## src/hdl/irq_logic_cfg.svh

```systemverilog
// Purpose: offsets, field positions, reset values and counts of the irq logic
// Assumes: included by bare name, definitions only
// Notes: register index equals the byte offset on the plain register port
`ifndef IRQ_LOGIC_CFG_SVH
`define IRQ_LOGIC_CFG_SVH
// register offsets
`define OFS_IRQ_CONTROL 4'h0
`define OFS_PERIPH_FLAGS_ONE 4'h1
`define OFS_PERIPH_FLAGS_TWO 4'h2
`define OFS_PERIPH_ENABLES_ONE 4'h3
`define OFS_PERIPH_ENABLES_TWO 4'h4
`define OFS_PIN_MASK 4'h5
`define OFS_SYS_STATUS 4'h6
`define OFS_SYS_ENABLE 4'h7
`define OFS_SYS_CLEAR 4'h8
// interrupt control field positions
`define BIT_GLOBAL_EN 7
`define BIT_PERIPH_EN 6
// reset values
`define RST_IRQ_CONTROL 8'h00
`define RST_PERIPH 8'h00
`define RST_PIN_MASK 8'h00
// implemented bits of the second flag and enable registers
`define MASK_PERIPH_TWO 8'hF5
// system status bit positions
`define SYS_BIT_TAKEN 0
`define SYS_BIT_RACE 1
// timing
`define TIME_INSTR_CYCLE_NS 40
`define TIME_CLK_NS 10
`define QUARTERS_PER_INSTR (`TIME_INSTR_CYCLE_NS / `TIME_CLK_NS)
`define SYNC_LATENCY_INSTR 2'h3
`define VECTOR_ADDR 13'h0004
`endif

```

## src/hdl/irq_logic_pkg.sv

```systemverilog
// Purpose: types shared by the irq logic
// Assumes: nothing
// Notes: quarter phases follow the instruction cycle
package irq_logic_pkg;
  typedef enum logic [1:0] {
    QP_Q1 = 2'b00,
    QP_Q2 = 2'b01,
    QP_Q3 = 2'b10,
    QP_Q4 = 2'b11
  } quarter_t;
  typedef enum logic [0:0] {
    SEQ_IDLE = 1'b0,
    SEQ_COUNT = 1'b1
  } seq_state_t;
endpackage

```

## src/hdl/irq_logic.sv

```systemverilog
// Purpose: interrupt request logic of a small microcontroller core
// Assumes: event inputs are one-cycle pulses from same-clock peripherals
// Notes: pins of the io port and the external pin are synchronised first
//
// Strobed register access and the address map were left to the implementer.
`timescale 1ns/1ns
`include "irq_logic_cfg.svh"
module irq_logic
  import irq_logic_pkg::*;
#(
  parameter int PORT_W = 8,
  parameter int PC_W = 13
) (
  input wire logic CLK_SYS_IN, // system clock
  input wire logic NRST_IN, // synchronous reset, low
  input wire logic [3:0] ADDR_IN, // register address
  input wire logic [7:0] WDATA_IN, // register write data
  input wire logic WR_IN, // write strobe
  input wire logic RD_IN, // read strobe
  output logic [7:0] RDATA_OUT, // read data, cycle after strobe
  input wire logic [PORT_W-1:0] PORT_PINS_IN, // second io port pins, async
  input wire logic PORT_READ_IN, // core reads the port
  input wire logic EXT_PIN_IN, // external interrupt pin, async
  input wire logic EXT_EDGE_RISING_IN, // 1 rising edge, 0 falling edge
  input wire logic TIMER0_OVF_IN, // timer0 overflow pulse
  input wire logic [7:0] PERIPH_ONE_EV_IN, // first peripheral events
  input wire logic [7:0] PERIPH_TWO_EV_IN, // second peripheral events
  input wire logic RETURN_IRQ_IN, // return from irq executed
  input wire logic [PC_W-1:0] RETURN_PC_IN, // address to return to
  output logic [1:0] QUARTER_OUT, // current quarter phase
  output logic IRQ_REQ_OUT, // request to the core
  output logic STACK_PUSH_OUT, // push return address
  output logic [PC_W-1:0] STACK_DATA_OUT, // return address pushed
  output logic PC_LOAD_OUT, // load program counter
  output logic [PC_W-1:0] PC_VECTOR_OUT, // vector address
  output logic SYS_IRQ_OUT // enabled system status pending
);

  // registers
  quarter_t quarter_reg;
  quarter_t quarter_next;
  seq_state_t seq_reg;
  seq_state_t seq_next;
  logic [1:0] stage_reg;
  logic [1:0] stage_next;
  logic [7:0] ctrl_reg;
  logic [7:0] ctrl_next;
  logic [7:0] pflag1_reg;
  logic [7:0] pflag1_next;
  logic [7:0] pflag2_reg;
  logic [7:0] pflag2_next;
  logic [7:0] pen1_reg;
  logic [7:0] pen1_next;
  logic [7:0] pen2_reg;
  logic [7:0] pen2_next;
  logic [PORT_W-1:0] mask_reg;
  logic [PORT_W-1:0] mask_next;
  logic [PORT_W-1:0] pin_s1_reg;
  logic [PORT_W-1:0] pin_s2_reg;
  logic [PORT_W-1:0] ref_reg;
  logic [PORT_W-1:0] ref_next;
  logic ext_s1_reg;
  logic ext_s2_reg;
  logic ext_s3_reg;
  logic ext_pend_reg;
  logic ext_pend_next;
  logic [1:0] sys_stat_reg;
  logic [1:0] sys_stat_next;
  logic [1:0] sys_en_reg;
  logic [1:0] sys_en_next;
  logic [7:0] rdata_next;
  // address decode
  wire wr_ctrl = WR_IN && (ADDR_IN == `OFS_IRQ_CONTROL);
  wire wr_pf1 = WR_IN && (ADDR_IN == `OFS_PERIPH_FLAGS_ONE);
  wire wr_pf2 = WR_IN && (ADDR_IN == `OFS_PERIPH_FLAGS_TWO);
  wire wr_pe1 = WR_IN && (ADDR_IN == `OFS_PERIPH_ENABLES_ONE);
  wire wr_pe2 = WR_IN && (ADDR_IN == `OFS_PERIPH_ENABLES_TWO);
  wire wr_mask = WR_IN && (ADDR_IN == `OFS_PIN_MASK);
  wire wr_sen = WR_IN && (ADDR_IN == `OFS_SYS_ENABLE);
  wire wr_sclr = WR_IN && (ADDR_IN == `OFS_SYS_CLEAR);

  // quarter phase sequencing
  wire in_q4 = (quarter_reg == QP_Q4);
  wire in_q1 = (quarter_reg == QP_Q1);
  wire in_q2 = (quarter_reg == QP_Q2);
  assign quarter_next = quarter_t'(quarter_reg + 2'h1);

  // external pin edge detect on the synchronised level
  wire ext_rise = ext_s2_reg && !ext_s3_reg;
  wire ext_fall = !ext_s2_reg && ext_s3_reg;
  wire ext_edge = EXT_EDGE_RISING_IN ? ext_rise : ext_fall;
  wire ext_window = in_q4 || in_q1;
  wire ext_set = (ext_edge || ext_pend_reg) && ext_window;
  assign ext_pend_next = (ext_edge || ext_pend_reg) && !ext_window;

  // port change detect against the value seen at the last read
  wire [PORT_W-1:0] pin_diff;
  // one masked compare per pin, so unwatched pins never raise the flag
  for (genvar gi = 0; gi < PORT_W; gi++) begin : g_pin_diff
    assign pin_diff[gi] = (pin_s2_reg[gi] ^ ref_reg[gi]) & mask_reg[gi];
  end
  wire port_read_now = PORT_READ_IN && in_q2;
  wire port_changed = |pin_diff;
  wire port_set = port_changed && !port_read_now;
  wire port_race = port_changed && port_read_now;
  assign ref_next = PORT_READ_IN ? pin_s2_reg : ref_reg;

  // request: global enable over enabled flags
  wire [2:0] ctrl_hits = ctrl_reg[5:3] & ctrl_reg[2:0];
  wire p1_hit = |(pflag1_reg & pen1_reg);
  wire p2_hit = |(pflag2_reg & pen2_reg);
  wire periph_hit = ctrl_reg[`BIT_PERIPH_EN] && (p1_hit || p2_hit);
  wire glob_en = ctrl_reg[`BIT_GLOBAL_EN];
  wire irq_req = glob_en && ((|ctrl_hits) || periph_hit);
  wire last_stage = (stage_reg == (`SYNC_LATENCY_INSTR - 2'h1));
  wire take = (seq_reg == SEQ_COUNT) && irq_req && in_q4 && last_stage;

  // latency counter counts instruction boundaries after the request
  always_comb begin
    seq_next = seq_reg;
    stage_next = stage_reg;
    case (seq_reg)
      SEQ_IDLE: begin
        if (irq_req) begin
          seq_next = SEQ_COUNT;
          stage_next = in_q4 ? 2'h1 : 2'h0;
        end
      end
      SEQ_COUNT: begin
        if (!irq_req) begin
          seq_next = SEQ_IDLE;
          stage_next = 2'h0;
        end else if (in_q4) begin
          if (last_stage) begin
            seq_next = SEQ_IDLE;
            stage_next = 2'h0;
          end else begin
            stage_next = stage_reg + 2'h1;
          end
        end
      end
      default: begin
        seq_next = SEQ_IDLE;
        stage_next = 2'h0;
      end
    endcase
  end

  // control register: write, then hardware sets win, then global enable
  always_comb begin
    ctrl_next = wr_ctrl ? WDATA_IN : ctrl_reg;
    ctrl_next[2] = ctrl_next[2] | TIMER0_OVF_IN;
    ctrl_next[1] = ctrl_next[1] | ext_set;
    ctrl_next[0] = ctrl_next[0] | port_set;
    if (RETURN_IRQ_IN) begin
      ctrl_next[`BIT_GLOBAL_EN] = 1'b1;
    end
    if (take) begin
      ctrl_next[`BIT_GLOBAL_EN] = 1'b0;
    end
  end

  // peripheral flags and enables; absent bits masked away
  assign pflag1_next = (wr_pf1 ? WDATA_IN : pflag1_reg) | PERIPH_ONE_EV_IN;
  assign pflag2_next = ((wr_pf2 ? WDATA_IN : pflag2_reg) | PERIPH_TWO_EV_IN)
    & `MASK_PERIPH_TWO;
  assign pen1_next = wr_pe1 ? WDATA_IN : pen1_reg;
  assign pen2_next = (wr_pe2 ? WDATA_IN : pen2_reg) & `MASK_PERIPH_TWO;
  assign mask_next = wr_mask ? WDATA_IN[PORT_W-1:0] : mask_reg;

  // system status: sticky events, write-one clear, set wins
  wire [1:0] sys_events = {port_race, take};
  wire [1:0] sys_clr = wr_sclr ? WDATA_IN[1:0] : 2'h0;
  assign sys_stat_next = (sys_stat_reg & ~sys_clr) | sys_events;
  assign sys_en_next = wr_sen ? WDATA_IN[1:0] : sys_en_reg;

  // read mux, zero on unmapped or write-only offsets
  always_comb begin
    rdata_next = 8'h00;
    if (RD_IN) begin
      case (ADDR_IN)
        `OFS_IRQ_CONTROL: rdata_next = ctrl_reg;
        `OFS_PERIPH_FLAGS_ONE: rdata_next = pflag1_reg;
        `OFS_PERIPH_FLAGS_TWO: rdata_next = pflag2_reg;
        `OFS_PERIPH_ENABLES_ONE: rdata_next = pen1_reg;
        `OFS_PERIPH_ENABLES_TWO: rdata_next = pen2_reg;
        `OFS_PIN_MASK: rdata_next = 8'(mask_reg);
        `OFS_SYS_STATUS: rdata_next = {6'h00, sys_stat_reg};
        `OFS_SYS_ENABLE: rdata_next = {6'h00, sys_en_reg};
        default: rdata_next = 8'h00;
      endcase
    end
  end

  // two-stage synchronisers for the async pins
  always_ff @(posedge CLK_SYS_IN) begin
    if (!NRST_IN) begin
      pin_s1_reg <= '0;
      pin_s2_reg <= '0;
      ext_s1_reg <= 1'b0;
      ext_s2_reg <= 1'b0;
      ext_s3_reg <= 1'b0;
    end else begin
      pin_s1_reg <= PORT_PINS_IN;
      pin_s2_reg <= pin_s1_reg;
      ext_s1_reg <= EXT_PIN_IN;
      ext_s2_reg <= ext_s1_reg;
      ext_s3_reg <= ext_s2_reg;
    end
  end

  // phase and latency sequencer state
  always_ff @(posedge CLK_SYS_IN) begin
    if (!NRST_IN) begin
      quarter_reg <= QP_Q1;
      seq_reg <= SEQ_IDLE;
      stage_reg <= 2'h0;
    end else begin
      quarter_reg <= quarter_next;
      seq_reg <= seq_next;
      stage_reg <= stage_next;
    end
  end

  // interrupt control register
  always_ff @(posedge CLK_SYS_IN) begin
    if (!NRST_IN) begin
      ctrl_reg <= `RST_IRQ_CONTROL;
    end else begin
      ctrl_reg <= ctrl_next;
    end
  end

  // first peripheral flag register
  always_ff @(posedge CLK_SYS_IN) begin
    if (!NRST_IN) begin
      pflag1_reg <= `RST_PERIPH;
    end else begin
      pflag1_reg <= pflag1_next;
    end
  end

  // second peripheral flag register
  always_ff @(posedge CLK_SYS_IN) begin
    if (!NRST_IN) begin
      pflag2_reg <= `RST_PERIPH;
    end else begin
      pflag2_reg <= pflag2_next;
    end
  end

  // first peripheral enable register
  always_ff @(posedge CLK_SYS_IN) begin
    if (!NRST_IN) begin
      pen1_reg <= `RST_PERIPH;
    end else begin
      pen1_reg <= pen1_next;
    end
  end

  // second peripheral enable register
  always_ff @(posedge CLK_SYS_IN) begin
    if (!NRST_IN) begin
      pen2_reg <= `RST_PERIPH;
    end else begin
      pen2_reg <= pen2_next;
    end
  end

  // port pin mask
  always_ff @(posedge CLK_SYS_IN) begin
    if (!NRST_IN) begin
      mask_reg <= PORT_W'(`RST_PIN_MASK);
    end else begin
      mask_reg <= mask_next;
    end
  end

  // system status, sticky
  always_ff @(posedge CLK_SYS_IN) begin
    if (!NRST_IN) begin
      sys_stat_reg <= 2'h0;
    end else begin
      sys_stat_reg <= sys_stat_next;
    end
  end

  // system enable
  always_ff @(posedge CLK_SYS_IN) begin
    if (!NRST_IN) begin
      sys_en_reg <= 2'h0;
    end else begin
      sys_en_reg <= sys_en_next;
    end
  end

  // edge and port reference state
  always_ff @(posedge CLK_SYS_IN) begin
    if (!NRST_IN) begin
      ext_pend_reg <= 1'b0;
      ref_reg <= '0;
    end else begin
      ext_pend_reg <= ext_pend_next;
      ref_reg <= ref_next;
    end
  end

  // read data, standing one cycle after the strobe
  always_ff @(posedge CLK_SYS_IN) begin
    if (!NRST_IN) begin
      RDATA_OUT <= 8'h00;
    end else begin
      RDATA_OUT <= rdata_next;
    end
  end

  // quarter phase, in step with the internal phase
  always_ff @(posedge CLK_SYS_IN) begin
    if (!NRST_IN) begin
      QUARTER_OUT <= 2'h0;
    end else begin
      QUARTER_OUT <= quarter_next;
    end
  end

  // request level to the core
  always_ff @(posedge CLK_SYS_IN) begin
    if (!NRST_IN) begin
      IRQ_REQ_OUT <= 1'b0;
    end else begin
      IRQ_REQ_OUT <= irq_req;
    end
  end

  // system status interrupt level
  always_ff @(posedge CLK_SYS_IN) begin
    if (!NRST_IN) begin
      SYS_IRQ_OUT <= 1'b0;
    end else begin
      SYS_IRQ_OUT <= |(sys_stat_next & sys_en_next);
    end
  end

  // vector load and push as one-cycle pulses
  always_ff @(posedge CLK_SYS_IN) begin
    if (!NRST_IN) begin
      STACK_PUSH_OUT <= 1'b0;
      STACK_DATA_OUT <= '0;
      PC_LOAD_OUT <= 1'b0;
      PC_VECTOR_OUT <= '0;
    end else begin
      STACK_PUSH_OUT <= take;
      STACK_DATA_OUT <= take ? RETURN_PC_IN : STACK_DATA_OUT;
      PC_LOAD_OUT <= take;
      PC_VECTOR_OUT <= PC_W'(`VECTOR_ADDR);
    end
  end

endmodule

```

## config.mk

```make
export PLATFORM = sky130hd
export DESIGN_NAME = irq_logic
export DESIGN_NICKNAME = d
export VERILOG_FILES = /design/src/hdl/irq_logic_pkg.sv /design/src/hdl/irq_logic.sv
export VERILOG_INCLUDE_DIRS = /design/src /design/src/hdl
export SDC_FILE = /design/constraint.sdc
export NUM_CORES = 1
export LEC_CHECK = 0
export BUFFER_PORTS_ARGS = -buffer_cell sky130_fd_sc_hd__buf_2
export CAP_MARGIN = 0
export CORE_ASPECT_RATIO = 1.2
export CORE_MARGIN = 1
export CORE_UTILIZATION = 38
export CTS_BUF_LIST = sky130_fd_sc_hd__clkbuf_8 sky130_fd_sc_hd__clkbuf_16
export DETAILED_ROUTE_END_ITERATION = 16
export REMOVE_ABC_BUFFERS = 1
export SYNTH_ARGS = -nofsm -noshare
export SYNTH_HDL_FRONTEND = slang
export SYNTH_SLANG_ARGS = --single-unit
```

## constraint.sdc

```tcl
create_clock -name CLK_SYS_IN -period 2.2 [get_ports CLK_SYS_IN]
set_clock_uncertainty 0.2 [all_clocks]
set_input_delay 0.44 -clock CLK_SYS_IN [delete_from_list [all_inputs] [get_ports CLK_SYS_IN]]
set_output_delay 0.44 -clock CLK_SYS_IN [all_outputs]
set_load 0.02 [all_outputs]
```

==> out/results.tsv, run 1 <==
stage	metric	value	unit
final_layout	regMostFlops	STACK_DATA_OUT	
sta	setup-violations-final	0	
final_layout	drive_above_1_share	0.2373	
clock_network	clkLatencyLatePin	0.35	ns
clock_network	cts_sinks	106	
drt	top_layer	met4	
clock_network	cts_buffers	9	
worst_setup_path	worstSetupPathType	reg -> reg	
clock_network	cts.path.max_buffers	2	
place	pre_cts_ws	0.1021	ns
final_layout	instances_no_fill	730	
sta	slew_headroom	0.5359	
floorplan	die_area	12510	um2
clock_network	cts_setup_buffers	0	
place	dp_hpwl	7883	um
drt	vias_per_cell	4.951	
status	status	completed	
logic_synthesis	avgSynthCellArea	9.472	um2
drt	wl_per_cell	14.68	um
worst_setup_path	endpoint_kind	register	
place	dp_cells	714	
sta	worst_hold_slack	0.08960	ns
final_layout	antenna_cells	0	
pwr	power.density	730.4	nW/um2
logic_synthesis	yosysMostFrequentCell	dfxtp_1	
logic_synthesis	synth_edf_count	0	
logic_synthesis	ys_seq_elements	106	
worst_setup_path	r2r_cells	5	
pwr	comb_power_share	0.083	
clock_network	cts_tree	done	
worst_setup_path	reg2reg_from	ctrl_reg[2]$_SDFF_PN0_	
logic_synthesis	ys_top_cells_by_count	dfxtp_1, mux2i_1, nor2_1	
hold_path	min_from	PORT_PINS_IN[2]	
clock_network	cts-root-buf	clkbuf_16	
floorplan	rows	43	
logic_synthesis	synth_top_flop_cell	dfxtp_1	
logic_synthesis	syn-cell-area	4584	um2
clock_network	cts_hold_buf	0	
sta	fin_ws	0.1624	ns
worst_setup_path	required	2.28	ns
pwr	p_leak	2.463	nW
final_layout	fill_cells	1162	
global_route	grtUsageTotal	0.1822	
floorplan	pin_count	98	
drt	route.met2.wl	5183	um
drt	drt_drc_violations_left	0	
hold_path	min_to	pin_s1_reg[2]$_SDFF_PN0_	
floorplan	start_util	0.3927	
place	dpl_cell_area	5182	um2
global_route	grt_pass1_vias	3503	
sta	period_needed	2.038	ns
floorplan	core	11670	um2
logic_synthesis	async_flop_share	0	
worst_setup_path	cp-startpoint	ctrl_reg[2]$_SDFF_PN0_	
logic_synthesis	yosysUniqueCellTypes	54	
global_route	antenna_found_initial	0	
sta	hold_violations	0	
logic_synthesis	syn_inst	484	
drt	dr.pass1.iters	5	
drt	met1Wirelength	4773	um
sta	fin_tns_setup	0	ns
sta	fin_crit_sh	0.9262	
worst_setup_path	crit_path_max_fanout	16	
hold_path	worstHoldPathType	in -> reg	
floorplan	die_w	102.3	um
final_layout	regArea	2122	um2
worst_setup_path	regToRegSetupSlack	0.16	ns
global_route	grt_pass1_wl	17330	um
floorplan	die_h	122.3	um
sta	rsz0062_at_grt	false	
pwr	clock_power_share	0.415	
clock_network	htreeDepth	3	
pwr	p_switching	0.9944	mW
global_route	grt_overflow	0	
worst_setup_path	critical_path.reg2reg.endpoint	STACK_DATA_OUT[7]$_SDFFE_PN0P_	
worst_setup_path	cp.arrival	2.12	ns
final_layout	largest_reg_flops	13	
clock_network	cts.clk_slew.worst_paths	0.08	ns
final_layout	nets	628	
sta	report.final.slew_viol_count	0	
logic_synthesis	yosysWarnings	0	
final_layout	multi_input_area	2198	um2
logic_synthesis	ys_seq_area_frac	0.4629	
pwr	seqPwrFrac	0.503	
pwr	p_int	3.018	mW
final_layout	stdcell_area	5493	um2
pwr	switching_share	0.2478	
hold_path	min_path_cells	2	
place	place_congestion	0.9170	
global_route	grt_max_degree	59	
drt	wl_met3	499	um
logic_synthesis	synth_area_leaders	dfxtp_1, mux2i_1, nor2_1, nand2_1, a21oi_1	
clock_network	cts_resized	0	
drt	ant_nets	0	
pwr	irDropWorstVdd	0.3847	mV
sta	max_freq	490.8	MHz
drt	num_vias	3614	
logic_synthesis	netlist.area_leader.share	0.4629	
final_layout	syn_to_final_growth	19.81	%
drt	drt_iter0_markers	159	
drt	drt-total-wl	10720	um
place	port_buffers	83	
run	cap_violations	0	
sta	worst_pin_slew	0.6946	ns
worst_setup_path	start_kind	register	
logic_synthesis	yosysTopAreaCell	dfxtp_1	
-- power groups by stage --
stage | combinational (mW) | sequential [mW] | clock, mW
finish | 0.331 | 2.02 | 1.66
global route | 0.369 | 2.02 | 1.78
detailed placement | 0.332 | 2.06 | 0
global placement | 0.327 | 2.06 | 0
CTS | 0.333 | 2.02 | 1.71
floorplan | 0.161 | 2.05 | 0
-- logic make-up (layout without fill, tap and decap cells) --
family,Yosys count,after routing,synth area share
XOR/XNOR,8,8,0.01528
AND/OR/NAND/NOR,157,157,0.1700
multiplexers,70,70,0.1597
adder cells (fa/ha/maj),2,2,0.005458
AO/OA/AOI/OAI,79,79,0.1193
flip-flops,106,106,0.4629
buffers and inverters,61,139,0.06659
other,1,12,0.0008180
-- worst max path at each step --
stage	slack, ns	endpoint
floorplan	-0.09	SYS_IRQ_OUT$_SDFF_PN0_
global placement	0.08	RDATA_OUT[0]$_SDFF_PN0_
detailed placement	0.10	RDATA_OUT[0]$_SDFF_PN0_
CTS	0.15	STACK_DATA_OUT[7]$_SDFFE_PN0P_
global route	0.03	STACK_DATA_OUT[7]$_SDFFE_PN0P_
finish	0.16	STACK_DATA_OUT[7]$_SDFFE_PN0P_
-- worst max-delay path, cell delays in order, from the launching register on --
cell and delay (ns):
dfxtp_1 0.40, a222oi_1 0.11, nor2b_1 0.24, inv_1 0.16, a21oi_4 0.59, mux2i_1 0.25
-- final cells by class --
cell class              count  share of cell area
multi-input cells         328              0.4002
inverters                  20             0.01367
clock buffers               9             0.04100
repair buffers            103              0.1075
well taps                 157             0.03576
flip-flops and latches    106              0.3863
clock inverters             7             0.01549
-- cells in the final DEF, fill, tap and decap left out, drive strengths merged, types with 5 or more instances in the layout --
| cell | count |
|---|---|
| a21oi | 33 |
| a22oi | 14 |
| and2 | 23 |
| buf | 103 |
| clkbuf | 9 |
| conb | 12 |
| dfxtp | 106 |
| inv | 23 |
| mux2 | 5 |
| mux2i | 63 |
| nand2 | 47 |
| nand3 | 13 |
| nor2 | 49 |
| nor2b | 5 |
| o21ai | 7 |
| xor2 | 8 |
-- metrics by stage --
step	util	power (mW)
after floorplan	-	2.216
after global placement	0.4439	2.387
after detailed placement	0.4439	2.393
after CTS	0.4705	4.056
after global routing	0.4705	4.172
final	0.4705	4.012
-- metal layers --
metal / vias up / global-route usage
met5: - / 0
met4: 0 / 0.08304
met3: 20 / 0.04271
met2: 119 / 0.3024
met1: 1665 / 0.2221
li1: 1810 / -
No activity file was read; power rests on OpenSTA's default activity.
==> inputs of run 2 (changes only) <==
--- a/config.mk
+++ b/config.mk
@@ -7,7 +7,7 @@
 export NUM_CORES = 1
 export LEC_CHECK = 0
 export BUFFER_PORTS_ARGS = -buffer_cell sky130_fd_sc_hd__buf_2
-export CAP_MARGIN = 0
+export CAP_MARGIN = 20
 export CORE_ASPECT_RATIO = 1.2
 export CORE_MARGIN = 1
 export CORE_UTILIZATION = 38
==> constraint.sdc (replaced) <==
create_clock -name CLK_SYS_IN -period 2.6 [get_ports CLK_SYS_IN]
set_clock_uncertainty 0.2 [all_clocks]
set_input_delay 0.52 -clock CLK_SYS_IN [delete_from_list [all_inputs] [get_ports CLK_SYS_IN]]
set_output_delay 0.52 -clock CLK_SYS_IN [all_outputs]
set_load 0.02 [all_outputs]
==> out/results.tsv, run 2 (synthesis gave the netlist of run 1 again) <==
stage	metric	value	unit	change
clock_network	cts-root-buf	clkbuf_16		
floorplan	core	11670	um2	unchanged
clock_network	cts_tree	done		
pwr	irDropWorstVdd	0.2707	mV	-30%
worst_setup_path	required	2.66	ns	+0.38 ns
floorplan	rows	43		unchanged
clock_network	htreeDepth	3		unchanged
drt	drt-total-wl	10460	um	-2.4%
clock_network	cts.clk_slew.worst_paths	0.07	ns	about the same
final_layout	antenna_cells	0		unchanged
floorplan	die_w	102.3	um	unchanged
sta	worst_pin_slew	0.6766	ns	-0.01801 ns
floorplan	die_h	122.3	um	unchanged
global_route	grt_pass1_wl	16440	um	-5.1%
final_layout	largest_reg_flops	13		unchanged
sta	rsz0062_at_grt	false		
final_layout	nets	620		-1.3%
floorplan	die_area	12510	um2	unchanged
global_route	grt_pass1_vias	3399		-3.0%
sta	slew_headroom	0.5479		+0.01204
sta	setup-violations-final	0		unchanged
drt	wl_per_cell	14.51	um	-1.2%
sta	hold_violations	0		unchanged
global_route	grtUsageTotal	0.1732		-0.008969
final_layout	fill_cells	1156		-0.52%
hold_path	worstHoldPathType	in -> reg		
clock_network	cts_resized	0		unchanged
clock_network	cts_setup_buffers	0		unchanged
final_layout	syn_to_final_growth	18.20	%	
sta	max_freq	486.6	MHz	-0.86%
floorplan	pin_count	98		unchanged
floorplan	start_util	0.3927		unchanged
drt	drt_iter0_markers	152		-4.4%
clock_network	cts.path.max_buffers	2		unchanged
place	place_congestion	0.8548		-6.8%
drt	ant_nets	0		unchanged
drt	dr.pass1.iters	4		-1
worst_setup_path	start_kind	register		
global_route	grt_overflow	0		unchanged
place	pre_cts_ws	0.3667	ns	+0.2646 ns
worst_setup_path	endpoint_kind	register		
drt	drt_drc_violations_left	0		unchanged
run	cap_violations	0		unchanged
final_layout	regMostFlops	STACK_DATA_OUT		
sta	fin_ws	0.5448	ns	+0.3824 ns
global_route	grt_max_degree	58		-1.7%
sta	report.final.slew_viol_count	0		unchanged
sta	fin_tns_setup	0	ns	unchanged
clock_network	cts_buffers	9		unchanged
sta	fin_crit_sh	0.7904		-0.1357
worst_setup_path	worstSetupPathType	reg -> reg		
worst_setup_path	regToRegSetupSlack	0.54	ns	+0.38 ns
final_layout	final_common_cell	dfxtp_1		
pwr	power.density	626.0	nW/um2	-14%
final_layout	layout_common_cells	dfxtp_1, buf_2, mux2i_1		
drt	num_vias	3623		+0.25%
place	dp_hpwl	7620	um	-3.3%
drt	vias_per_cell	5.025		+1.5%
global_route	antenna_found_initial	0		unchanged
clock_network	clkLatencyLatePin	0.34	ns	about the same
status	status	completed		
pwr	p_leak	2.425	nW	-1.5%
worst_setup_path	cp.arrival	2.12	ns	about the same
worst_setup_path	crit_path_max_fanout	16		unchanged
final_layout	drive_above_1_share	0.2234		-0.01394
place	port_buffers	83		unchanged
clock_network	cts_hold_buf	0		unchanged
sta	period_needed	2.055	ns	+0.01759 ns
clock_network	cts_sinks	106		unchanged
-- run 2: cell count changes in the layout (fill, tap and decap cells not counted) --
cell       before  now
inv_6           1    0
buf_4          18   11
inv_8           2    0
inv_1          20   21
clkinv_2        0    1
buf_12          2    1
clkinv_4        1    0
bufinv_16       1    2
-- run 2: layout make-up --
type / count / area, um2 / share of cell area
multi-input cells: 328 / 2198 / 0.4057
flip-flops and latches: 106 / 2122 / 0.3916
repair buffers: 95 / 518.0 / 0.09559
clock buffers: 9 / 225.2 / 0.04156
well taps: 157 / 196.4 / 0.03625
clock inverters: 6 / 83.83 / 0.01547
inverters: 20 / 75.07 / 0.01385
-- run 2: routing by layer --
| layer | share of wire | global-route usage | vias up |
|---|---|---|---|
| met5 | 0 | 0 | - |
| met4 | 0.029 | 0.1000 | 0 |
| met3 | 0.050 | 0.02904 | 20 |
| met2 | 0.48 | 0.2844 | 119 |
| met1 | 0.44 | 0.2126 | 1689 |
| li1 | - | - | 1795 |
-- run 2: worst max-delay path: stages, from the launching register on --
cell      delay (ns)
dfxtp_1         0.40
a222oi_1        0.12
nor2b_1         0.25
inv_1           0.16
a21oi_4         0.58
mux2i_1         0.27
-- run 2: final timing paths --
kind	from	cells past startpoint	to
setup / recovery	ctrl_reg[2]$_SDFF_PN0_	5	STACK_DATA_OUT[0]$_SDFFE_PN0P_
hold reg to reg	ext_s1_reg$_SDFF_PN0_	1	ext_s2_reg$_SDFF_PN0_
setup reg to reg	ctrl_reg[2]$_SDFF_PN0_	5	STACK_DATA_OUT[0]$_SDFFE_PN0P_
hold / removal	PORT_PINS_IN[0]	2	pin_s1_reg[0]$_SDFF_PN0_
-- run 2: power breakdown --
group | internal [mW] | leakage, nW | switching (mW)
Clock | 0.833 | 0.149 | 0.578
Combinational | 0.112 | 1.41 | 0.161
Sequential | 1.67 | 0.865 | 0.0364
Total | 2.62 | 2.43 | 0.776
-- run 2: per-stage QoR --
stage / hold slack [ns] / cells / power, mW / area (um2) / util
after floorplan: 0.2118 / 454 / 1.875 / 4395 / -
after global placement: 0.2151 / 706 / 2.011 / 5110 / 0.4377
after detailed placement: 0.2196 / 706 / 2.017 / 5110 / 0.4377
after CTS: 0.1711 / 721 / 3.433 / 5419 / 0.4642
after global routing: 0.1816 / 721 / 3.531 / 5419 / 0.4642
final: 0.1831 / 721 / 3.392 / 5419 / 0.4642
==> inputs of run 3 (changes only) <==
==> constraint.sdc (replaced) <==
create_clock -name CLK_SYS_IN -period 1.9 [get_ports CLK_SYS_IN]
set_clock_uncertainty 0.2 [all_clocks]
set_input_delay 0.38 -clock CLK_SYS_IN [delete_from_list [all_inputs] [get_ports CLK_SYS_IN]]
set_output_delay 0.38 -clock CLK_SYS_IN [all_outputs]
set_load 0.02 [all_outputs]
==> out/results.tsv, run 3 (synthesis gave the netlist of run 1 again) <==
stage	metric	value	unit	change
sta	max_freq	557.5	MHz	+15%
worst_setup_path	required	1.93	ns	-0.73 ns
sta	hold_violations	0		unchanged
floorplan	die_w	102.3	um	unchanged
global_route	antenna_found_initial	0		unchanged
floorplan	die_area	12510	um2	unchanged
clock_network	cts_hold_buf	0		unchanged
final_layout	antenna_cells	0		unchanged
clock_network	cts.clk_slew.worst_paths	0.08	ns	about the same
clock_network	cts_buffers	9		unchanged
floorplan	die_h	122.3	um	unchanged
drt	vias_per_cell	4.870		-3.1%
drt	drt_drc_violations_left	0		unchanged
drt	drt-total-wl	10920	um	+4.4%
drt	num_vias	3701		+2.2%
clock_network	cts_tree	done		
final_layout	largest_reg_flops	13		unchanged
final_layout	drive_above_1_share	0.2819		+0.05852
sta	worst_hold_slack	0.03114	ns	-0.1520 ns
sta	setup-violations-final	0		unchanged
pwr	power.density	795.6	nW/um2	+27%
global_route	grt_max_degree	59		+1.7%
worst_setup_path	cp-endpoint	STACK_DATA_OUT[7]$_SDFFE_PN0P_		
final_layout	regMostFlops	STACK_DATA_OUT		
worst_setup_path	cp-startpoint	pflag1_reg[3]$_SDFF_PN0_		
worst_setup_path	start_kind	register		
global_route	grt_pass1_wl	17890	um	+8.8%
final_layout	nets	658		+6.1%
pwr	total_power	4.555	mW	+34%
clock_network	cts.path.max_buffers	2		unchanged
worst_setup_path	endpoint_kind	register		
clock_network	cts-root-buf	clkbuf_16		
pwr	p_leak	2.616	nW	+7.9%
sta	period_needed	1.794	ns	-0.2613 ns
hold_path	worstHoldPathType	in -> reg		
status	status	completed		
floorplan	start_util	0.3927		unchanged
floorplan	pin_count	98		unchanged
global_route	grt_pass1_vias	3571		+5.1%
worst_setup_path	regToRegSetupSlack	0.11	ns	-0.44 ns
hold_path	min_from	PORT_PINS_IN[5]		
global_route	grt_overflow	0		unchanged
place	dp_hpwl	8333	um	+9.4%
worst_setup_path	worstSetupPathType	reg -> reg		
place	place_congestion	0.8835		+3.4%
global_route	grtUsageTotal	0.1881		+0.01494
drt	ant_nets	0		unchanged
pwr	irDropWorstVdd	0.3522	mV	+30%
final_layout	final_common_cell	dfxtp_1		
final_layout	layout_common_cells	dfxtp_1, buf_2, mux2i_1		
final_layout	syn_to_final_growth	24.89	%	
worst_setup_path	cp.arrival	1.83	ns	-0.29 ns
run	cap_violations	0		unchanged
clock_network	clkLatencyLatePin	0.35	ns	about the same
floorplan	rows	43		unchanged
worst_setup_path	reg2reg_from	pflag1_reg[3]$_SDFF_PN0_		
worst_setup_path	r2r_cells	6		+1
drt	dr.pass1.iters	4		unchanged
sta	report.final.slew_viol_count	0		unchanged
clock_network	htreeDepth	3		unchanged
place	port_buffers	83		unchanged
sta	fin_crit_sh	0.9441		+0.1537
floorplan	core	11670	um2	unchanged
drt	drt_iter0_markers	195		+28%
drt	wl_per_cell	14.36	um	-1.0%
clock_network	cts_sinks	106		unchanged
worst_setup_path	critical_path.reg2reg.endpoint	STACK_DATA_OUT[7]$_SDFFE_PN0P_		
worst_setup_path	crit_path_max_fanout	13		-3
==> run 3: metal layers <==
layer	vias to the layer above	global-route usage	part of all wire
li1	1868	-	-
met3	10	0.03075	0.042
met4	0	0.07232	0.014
met2	101	0.3188	0.50
met1	1722	0.2375	0.44
met5	-	0	0
==> run 3: worst min-delay path by stage <==
| stage | depth (start not counted) | slack [ns] | to |
|---|---|---|---|
| after floorplan | 0 | 0.21 | PC_VECTOR_OUT[2]$_DFF_P_ |
| after global placement | 1 | 0.22 | pin_s2_reg[6]$_SDFF_PN0_ |
| after detailed placement | 1 | 0.22 | pin_s2_reg[0]$_SDFF_PN0_ |
| after CTS | 2 | 0.02 | pin_s1_reg[5]$_SDFF_PN0_ |
| after global routing | 2 | 0.03 | pin_s1_reg[2]$_SDFF_PN0_ |
| final | 2 | 0.03 | pin_s1_reg[5]$_SDFF_PN0_ |
==> run 3: power by group <==
part	leakage, nW	switching (mW)	internal (mW)	total [mW]
Clock	0.137	0.854	0.942	1.80
Combinational	1.61	0.238	0.193	0.431
Sequential	0.865	0.0435	2.29	2.33
Total	2.62	1.13	3.42	4.56
==> run 3: worst max-delay path: stages, from the launching register on <==
cell and delay, ns:
dfxtp_1 0.34, a22oi_2 0.24, nand2_2 0.11, o311ai_4 0.36, a21oi_4 0.14, buf_12 0.17, mux2i_1 0.12
==> run 3: layout make-up <==
type / count / area (um2)
Fill cell: 1140 / 5949
Inverter: 20 / 75.07
Multi-Input combinational cell: 328 / 2216
Timing Repair Buffer: 133 / 828.3
Tap cell: 157 / 196.4
Clock buffer: 10 / 239.0
Sequential cell: 106 / 2122
Clock inverter: 6 / 48.80
==> run 3: what timing repair did <==
item                                    CTS  global route
buffers inserted                          0             2
pin swaps                                 0             1
endpoints found under the setup margin   15            15
gates cloned                              0             0
gates resized for setup                   1             3
==> run 3: stage by stage <==
stage / TNS, ns / util / worst slack [ns] / cell area [um2] / cells
2_1_floorplan: -0.3311 / - / -0.3311 / 4395 / 454
3_3_place_gp: -0.05757 / 0.4630 / -0.03274 / 5405 / 742
3_5_place_dp: -0.2394 / 0.4630 / -0.03877 / 5405 / 742
4_1_cts: 0 / 0.4881 / 0.002110 / 5698 / 758
5_1_grt: -0.001998 / 0.4904 / -0.001998 / 5725 / 760
6_report: 0 / 0.4904 / 0.1061 / 5725 / 760
